==> config.mk <==
export PLATFORM = sky130hd
export DESIGN_NAME = tach_and_output_pin_config
export DESIGN_NICKNAME = d
export VERILOG_FILES = /design/src/fan_cfg_pkg.sv /design/src/tach_and_output_pin_config.sv
export SDC_FILE = /design/constraint.sdc
export NUM_CORES = 1
export LEC_CHECK = 0
export BUFFER_PORTS_ARGS = -buffer_cell sky130_fd_sc_hd__buf_4
export CORE_MARGIN = 10
export CORE_UTILIZATION = 43
export CTS_BUF_LIST = sky130_fd_sc_hd__clkbuf_4 sky130_fd_sc_hd__clkbuf_8
export CTS_CLUSTER_SIZE = 10
export DETAILED_ROUTE_END_ITERATION = 6
export PLACE_DENSITY_LB_ADDON = 0.3
export RECOVER_POWER = 25
export SLEW_MARGIN = 25
export SYNTH_ARGS = -nofsm -noshare
export SYNTH_HDL_FRONTEND = slang
export SYNTH_SLANG_ARGS = --single-unit
==> constraint.sdc <==
create_clock -name CORE_CLK -period 0.85 [get_ports CORE_CLK]
set_input_delay 0.0425 -clock CORE_CLK [delete_from_list [all_inputs] [get_ports CORE_CLK]]
set_output_delay 0.0425 -clock CORE_CLK [all_outputs]
set_load 0.005 [all_outputs]
==> src/fan_cfg_pkg.sv <==
// Constants for the fan input and shared output pin configuration register
package fan_cfg_pkg;
  localparam logic [7:0] CFG_OFFSET      = 8'h05;
  localparam logic [7:0] CFG_RESET_VALUE = 8'h14;
  localparam int         RST_EN_BIT      = 7;
  localparam int         OT_EN_BIT       = 6;
  localparam int         TWO_DIV_MSB     = 5;
  localparam int         TWO_DIV_LSB     = 4;
  localparam int         ONE_DIV_MSB     = 3;
  localparam int         ONE_DIV_LSB     = 2;
  localparam int         TWO_MODE_BIT    = 1;
  localparam int         ONE_MODE_BIT    = 0;
  localparam int         DIV_MAX         = 8;
  localparam logic [7:0] RDATA_RESET     = 8'h00;
  localparam logic [3:0] PRESCALE_RESET  = 4'h2;
  localparam logic       FLAG_RESET      = 1'b0;
  localparam logic       PIN_OUT_LEVEL   = 1'b0;
  typedef enum logic [1:0] {
    PIN_OFF      = 2'b00,
    PIN_OVERTEMP = 2'b01,
    PIN_RESET    = 2'b11
  } pin_func_e;
endpackage

==> src/tach_and_output_pin_config.sv <==
// Fan input mode and shared reset/overtemperature pin configuration
// Overview of operation
// - A read/write configuration register lives at offset 0x05.
// - Bit 7 set makes the shared pin act as the reset output.
// - Bit 6 selects the overtemperature function only while bit 7 is 0.
// - With bits 7 and 6 both 0 the shared pin is disabled.
// - Bit 1 set puts fan input two in level mode, clear in pulse counting.
// - Bit 0 set puts fan input one in level mode, clear in pulse counting.
// - Level mode on input two with bit 4 set flags while the pin is low.
// - Level mode on input two with bit 4 clear flags while the pin is high.
// - Level mode on input one uses bit 2 the same way, clear is active high.
`timescale 1ns/10ps
`default_nettype none
module tach_and_output_pin_config (
  // Clock and reset
  input  wire logic                  CORE_CLK,
  input  wire logic                  RESET_N,
  // Register port
  input  wire logic [7:0]            REG_ADDR,
  input  wire logic                  REG_WR,
  input  wire logic                  REG_RD,
  input  wire logic [7:0]            REG_WDATA,
  output var  logic [7:0]            REG_RDATA,
  // Pin sources
  input  wire logic                  RESET_REQUEST,
  input  wire logic                  OVERTEMP_EVENT,
  input  wire logic                  FAN_INPUT_ONE,
  input  wire logic                  FAN_INPUT_TWO,
  // Shared open-drain pin, active low
  output var  logic                  OVERTEMP_OUTPUT_PIN_OUT,
  output var  logic                  OVERTEMP_OUTPUT_PIN_OE,
  output var  fan_cfg_pkg::pin_func_e PIN_FUNCTION,
  // Fan channel configuration
  output var  logic                  FAN_ONE_INPUT_MODE,
  output var  logic                  FAN_TWO_INPUT_MODE,
  output var  logic [3:0]            FAN_ONE_PRESCALE,
  output var  logic [3:0]            FAN_TWO_PRESCALE,
  output var  logic                  FAN_ONE_LEVEL_EVENT,
  output var  logic                  FAN_TWO_LEVEL_EVENT
);
  import fan_cfg_pkg::*;

  // Configuration register and its next value
  logic [7:0]      cfg_reg;
  logic [7:0]      cfg_next;

  // Register port decode
  logic            addr_hit;
  logic            wr_hit;
  logic            rd_hit;
  logic [7:0]      rdata_next;

  // Shared pin function selection
  logic            rst_en;
  logic            ot_en;
  pin_func_e       func_next;
  logic            pin_assert;

  // Per channel view, index 0 is fan input one and index 1 fan input two
  logic [1:0]      chan_pin;
  logic [1:0]      chan_level;
  logic [1:0]      chan_act_low;
  logic [1:0]      chan_event;
  logic [1:0][1:0] chan_div;
  logic [1:0][3:0] chan_scale;

  // Register port decode
  assign addr_hit   = (REG_ADDR == CFG_OFFSET);
  assign wr_hit     = REG_WR && addr_hit;
  assign rd_hit     = REG_RD && addr_hit;
  // Unmapped reads return zero so the bus never sees stale data
  assign rdata_next = rd_hit ? cfg_reg : RDATA_RESET;

  // Shared pin enables
  assign rst_en     = cfg_reg[RST_EN_BIT];
  assign ot_en      = cfg_reg[OT_EN_BIT];

  // Reset wins over overtemperature when both enables are set
  assign func_next  = rst_en ? PIN_RESET :
                      ot_en  ? PIN_OVERTEMP :
                               PIN_OFF;

  // A disabled pin never asserts, whatever its sources do
  assign pin_assert = (func_next == PIN_RESET)    ? RESET_REQUEST :
                      (func_next == PIN_OVERTEMP) ? OVERTEMP_EVENT :
                                                    1'b0;

  // Fan pins gathered so both channels share one loop
  assign chan_pin   = {FAN_INPUT_TWO, FAN_INPUT_ONE};

  genvar ch;
  generate
    for (ch = 0; ch < 2; ch++) begin : g_chan
      localparam int MODE_POS = (ch == 0) ? ONE_MODE_BIT : TWO_MODE_BIT;
      localparam int DIV_LSB  = (ch == 0) ? ONE_DIV_LSB : TWO_DIV_LSB;
      localparam int DIV_MSB  = (ch == 0) ? ONE_DIV_MSB : TWO_DIV_MSB;

      // Level mode when set, pulse counting when clear
      assign chan_level[ch]   = cfg_reg[MODE_POS];

      // Polarity bit shares the divisor field's low bit in level mode
      assign chan_act_low[ch] = cfg_reg[DIV_LSB];

      // Divisor field as a power of two
      assign chan_div[ch]     = cfg_reg[DIV_MSB:DIV_LSB];
      assign chan_scale[ch]   = 4'h1 << chan_div[ch];

      // Pulse counting mode never raises a level event
      assign chan_event[ch]   = chan_level[ch] &
                                (chan_pin[ch] ^ chan_act_low[ch]);
    end
  endgenerate

  // Write path: a write to any other offset is ignored
  always_comb begin
    cfg_next = cfg_reg;
    if (wr_hit) begin
      cfg_next = REG_WDATA;
    end
  end

  // Configuration storage
  always_ff @(posedge CORE_CLK or negedge RESET_N) begin
    if (!RESET_N) begin
      cfg_reg <= CFG_RESET_VALUE;
    end else begin
      cfg_reg <= cfg_next;
    end
  end

  // Read data, registered so the bus sees a clean flop output
  always_ff @(posedge CORE_CLK or negedge RESET_N) begin
    if (!RESET_N) begin
      REG_RDATA <= RDATA_RESET;
    end else begin
      REG_RDATA <= rdata_next;
    end
  end

  // Open drain pin: the driven level is always low
  always_ff @(posedge CORE_CLK or negedge RESET_N) begin
    if (!RESET_N) begin
      OVERTEMP_OUTPUT_PIN_OUT <= PIN_OUT_LEVEL;
    end else begin
      OVERTEMP_OUTPUT_PIN_OUT <= PIN_OUT_LEVEL;
    end
  end

  // Drive low only while the selected function asserts
  always_ff @(posedge CORE_CLK or negedge RESET_N) begin
    if (!RESET_N) begin
      OVERTEMP_OUTPUT_PIN_OE <= FLAG_RESET;
    end else begin
      OVERTEMP_OUTPUT_PIN_OE <= pin_assert;
    end
  end

  // Selected function of the shared pin
  always_ff @(posedge CORE_CLK or negedge RESET_N) begin
    if (!RESET_N) begin
      PIN_FUNCTION <= PIN_OFF;
    end else begin
      PIN_FUNCTION <= func_next;
    end
  end

  // Fan input one mode
  always_ff @(posedge CORE_CLK or negedge RESET_N) begin
    if (!RESET_N) begin
      FAN_ONE_INPUT_MODE <= FLAG_RESET;
    end else begin
      FAN_ONE_INPUT_MODE <= chan_level[0];
    end
  end

  // Fan input two mode
  always_ff @(posedge CORE_CLK or negedge RESET_N) begin
    if (!RESET_N) begin
      FAN_TWO_INPUT_MODE <= FLAG_RESET;
    end else begin
      FAN_TWO_INPUT_MODE <= chan_level[1];
    end
  end

  // Fan input one prescale
  always_ff @(posedge CORE_CLK or negedge RESET_N) begin
    if (!RESET_N) begin
      FAN_ONE_PRESCALE <= PRESCALE_RESET;
    end else begin
      FAN_ONE_PRESCALE <= chan_scale[0];
    end
  end

  // Fan input two prescale
  always_ff @(posedge CORE_CLK or negedge RESET_N) begin
    if (!RESET_N) begin
      FAN_TWO_PRESCALE <= PRESCALE_RESET;
    end else begin
      FAN_TWO_PRESCALE <= chan_scale[1];
    end
  end

  // Level event of fan input one, one cycle behind the pin
  always_ff @(posedge CORE_CLK or negedge RESET_N) begin
    if (!RESET_N) begin
      FAN_ONE_LEVEL_EVENT <= FLAG_RESET;
    end else begin
      FAN_ONE_LEVEL_EVENT <= chan_event[0];
    end
  end

  // Level event of fan input two, one cycle behind the pin
  always_ff @(posedge CORE_CLK or negedge RESET_N) begin
    if (!RESET_N) begin
      FAN_TWO_LEVEL_EVENT <= FLAG_RESET;
    end else begin
      FAN_TWO_LEVEL_EVENT <= chan_event[1];
    end
  end

endmodule
`default_nettype wire

==> results by group <==
Drt
  – Residual DRC: 0
  – DR vias/cell: 4.46
  – DR vias: about 740
  – Drt first-iter violations: 11
  – Routed WL per cell: around 14 um
  – Post-Route WL: approximately 2400 um
  – Post-DRT Antenna Nets: 0
  – Metal-1 WL: 852 um
  – Met2 Wirelength: 1390 um
  – Drt first pass iters: 4
  – Met3 wire length: 150 um
  – Top Metal Used: met4

STA
  – Setup TNS: -511 ps
  – Max-slew violations: 0
  – Final Setup Violations: 22
  – Min Tclk post-route: approximately 980 ps
  – Worst hold margin: approximately 29 ps
  – Unrepaired setup endpoints after global routing: true
  – Worst slew pin tran: between 600 and 700 ps
  – Hold Vio Cnt, Final: 0
  – Fin worst setup slack: -131 ps
  – Max Freq: between 1000 and 1500 MHz
  – Worst clock skew: about 5.5 ps
  – Final Cycle Share: 115%
  – Slew HR: between 50% and 60%

Worst setup path
  – R2r setup slk: -60 ps
  – Max stage delay on crit path: around 540 ps
  – Crit. End Element: primary output
  – Crit-path max FO: 1
  – CP cell instances: buf_6
  – Slowest-stage cell, CP: dfstp_2
  – CP Launch Type: register
  – Bufs and invs on worst path: 1
  – WP data required: 810 ps
  – WS Path Type: register to primary output
  – CP top delay family: flip-flops
  – Critical path arrival: 940 ps

Clock tree
  – CTS sink cnt: 31
  – Htree depth: 2
  – Clock Tree Buf Depth: 2
  – CTS Buf Count: 5
  – Clock root cell: clkbuf_4
  – Worst skew pair latency: ~320 ps
  – CTS tree: done
  – Clock-pin transition on the worst setup and hold timing paths: 90 ps

Outcome
  – Status: finished, violations left
  – Failing checks: setup timing

Power
  – Sequential power share: about half
  – Sw Share: 19.8%
  – Internal Pwr Total: roughly 2400 uW
  – Switch Pwr: slightly above 600 uW
  – Power per cell area: between 1500 and 2000 mW/mm2
  – Maximum vdd drop: roughly 1.4 mV
  – Pleak: 0.000917 uW
  – Total Power: about 3000 uW
  – Clock share of power: between 30% and 40%
  – Gate power share: between 10% and 20%

Die
  – Starting Density: between 40% and 50%
  – Die Ht: approximately 70 um
  – Core Region: about 0.0024 mm2
  – DIE AREA: 0.00493 mm2
  – Top-Level Pins: 48
  – Floorplan row count: 18
  – Die X: 70.2 um

Synth
  – Yosys top cell area share: between 60 and 70%
  – Mapped Avg Cell Area: approximately 16 um2
  – Top-count cell post-synth: dfrtp_1
  – Synthesized area: between 0.001 and 0.0015 mm2
  – Biggest area consumer among synthesized cells: dfrtp_1
  – Synth async-reset ratio: 100%
  – Seq cells post-synth: 31
  – Most common library cells after synthesis: 27 x dfrtp_1, 12 x and2_1, 8 x mux2_2, 4 x dfstp_2, 4 x nor2b_1
  – Distinct cells, synth: 16
  – Synth Instances: 69
  – Synth top area cells: dfrtp_1 62%, dfstp_2 9.7%, mux2_2 8.3%, and2_1 6.9%, nor2b_1 2.3%
  – Yosys warns: 0
  – Syn nets: 93
  – Sequential area share after synthesis: a little under three quarters
  – Number of synthesized flops with an enable pin: 0
  – Dominant synthesized flop cell: dfrtp_1

Finish
  – Layout area overhead: 67.9%
  – Final core occ: between 70% and 80%
  – ANT cells: 0
  – Nets@finish: 160
  – Share of cells above drive strength 1: 59.9%

Placed design
  – RePlAce Congestion: 0.749
  – PortBufs: 46
  – Pre-CTS WS: -273 ps
  – DP HPWL: about 1800 um

Flow run
  – Max_cap viols: 0

GRT
  – Global-route wire length before repair: 4000 um
  – Pin count of the biggest net entering global routing: 32
  – Total track usage: about a tenth
  – Vias in the first global route: around 820
  – Initial antenna violation count: 0
  – GR Overflow Total: 0

Min path
  – Class of the worst hold path: input pin to register
cells in the final DEF (no fill, tap or decap):
| master | instances |
|---|---|
| clkbuf_8 | 1 |
| and3_2 | 1 |
| and4bb_2 | 1 |
| nor2b_1 | 1 |
| buf_4 | 23 |
| or2_4 | 1 |
| o21ai_0 | 1 |
| clkinv_2 | 1 |
| dfrtp_1 | 25 |
| conb_1 | 1 |
| dfrtp_2 | 2 |
| nand3_4 | 1 |
| mux2_2 | 7 |
| nor2b_4 | 2 |
| clkbuf_4 | 5 |
| dlygate4sd3_1 | 11 |
| nand2_1 | 2 |
| nor2_1 | 2 |
| and2_4 | 2 |
| nor2b_2 | 1 |
| buf_6 | 25 |
| bufinv_16 | 1 |
| buf_2 | 1 |
| buf_12 | 1 |
| mux2_4 | 1 |
| dfstp_2 | 4 |
| nor4_4 | 1 |
| and2_1 | 10 |
| xor2_1 | 2 |
worst paths after layout:
| path | depth (start not counted) | to | startpoint |
|---|---|---|---|
| worst max-delay path | 1 | FAN_ONE_PRESCALE[1] | FAN_ONE_PRESCALE[1]$_DFF_PN1_ |
| worst min-delay path | 3 | FAN_ONE_LEVEL_EVENT$_DFF_PN0_ | FAN_INPUT_ONE |
| worst max register to register | 2 | FAN_TWO_LEVEL_EVENT$_DFF_PN0_ | cfg_reg[4]$_DFFE_PN1P_ |
| worst min register to register | 0 | FAN_ONE_INPUT_MODE$_DFF_PN0_ | cfg_reg[0]$_DFFE_PN0P_ |
| max in group asynchronous | 2 | cfg_reg[3]$_DFFE_PN0P_ | RESET_N |
| min in group asynchronous | 2 | cfg_reg[6]$_DFFE_PN0P_ | RESET_N |
cell type report:
| class | count | area [um2] |
|---|---|---|
| Sequential cell | 31 | 783 |
| Fill cell | 143 | 611 |
| Timing Repair Buffer | 61 | 589 |
| Multi-Input combinational cell | 37 | 325 |
| Clock buffer | 6 | 51.3 |
| Tap cell | 30 | 37.5 |
| Clock inverter | 2 | 35.0 |
logic make-up (layout without fill, tap and decap cells):
| group | count (synthesis) | after routing | share of synthesized area [%] |
|---|---|---|---|
| other | 1 | 1 | 0.346 |
| and+or+nand+nor | 25 | 25 | 16.6 |
| muxes | 8 | 8 | 8.30 |
| xor gates and xnor gates | 2 | 2 | 1.62 |
| DFF | 31 | 31 | 72.0 |
| buffers and inverters | 1 | 69 | 0.692 |
| AOI/OAI and AO/OA | 1 | 1 | 0.461 |
per-stage QoR:
stage | cells | area, um2
2_1_floorplan | 69 | 1080
3_3_place_gp | 146 | 1490
3_5_place_dp | 146 | 1490
4_1_cts | 165 | 1790
5_1_grt | 167 | 1820
6_report | 167 | 1820
per-layer routing:
metal,GRT usage (%),vias up
li1,-,357
met1,9.24,357
met2,18.5,27
met3,4.66,3
met4,5.26,0
met5,0,-
worst min-delay path, cell delays in order:
cell,delay [ps]
buf_4,80
xor2_1,50
and2_1,140
power by group through the flow:
stage / combinational (uW) / sequential [uW] / clock (uW)
5_1_grt: 349 / 1580 / 1270
4_1_cts: 310 / 1570 / 1180
6_report: 322 / 1570 / 1160
3_5_place_dp: 242 / 1590 / 0
3_3_place_gp: 236 / 1590 / 0
2_1_floorplan: 48.9 / 1590 / 0
timing repair:
action                                  in CTS  in global routing
pin swaps                                    2                  4
setup buffers                                0                  2
hold endpoints to repair                    40                  0
hold buffers                                11                  0
endpoints found under the setup margin      31                 36
resized for setup                           28                  6
Power figures use the tool's default switching activity.
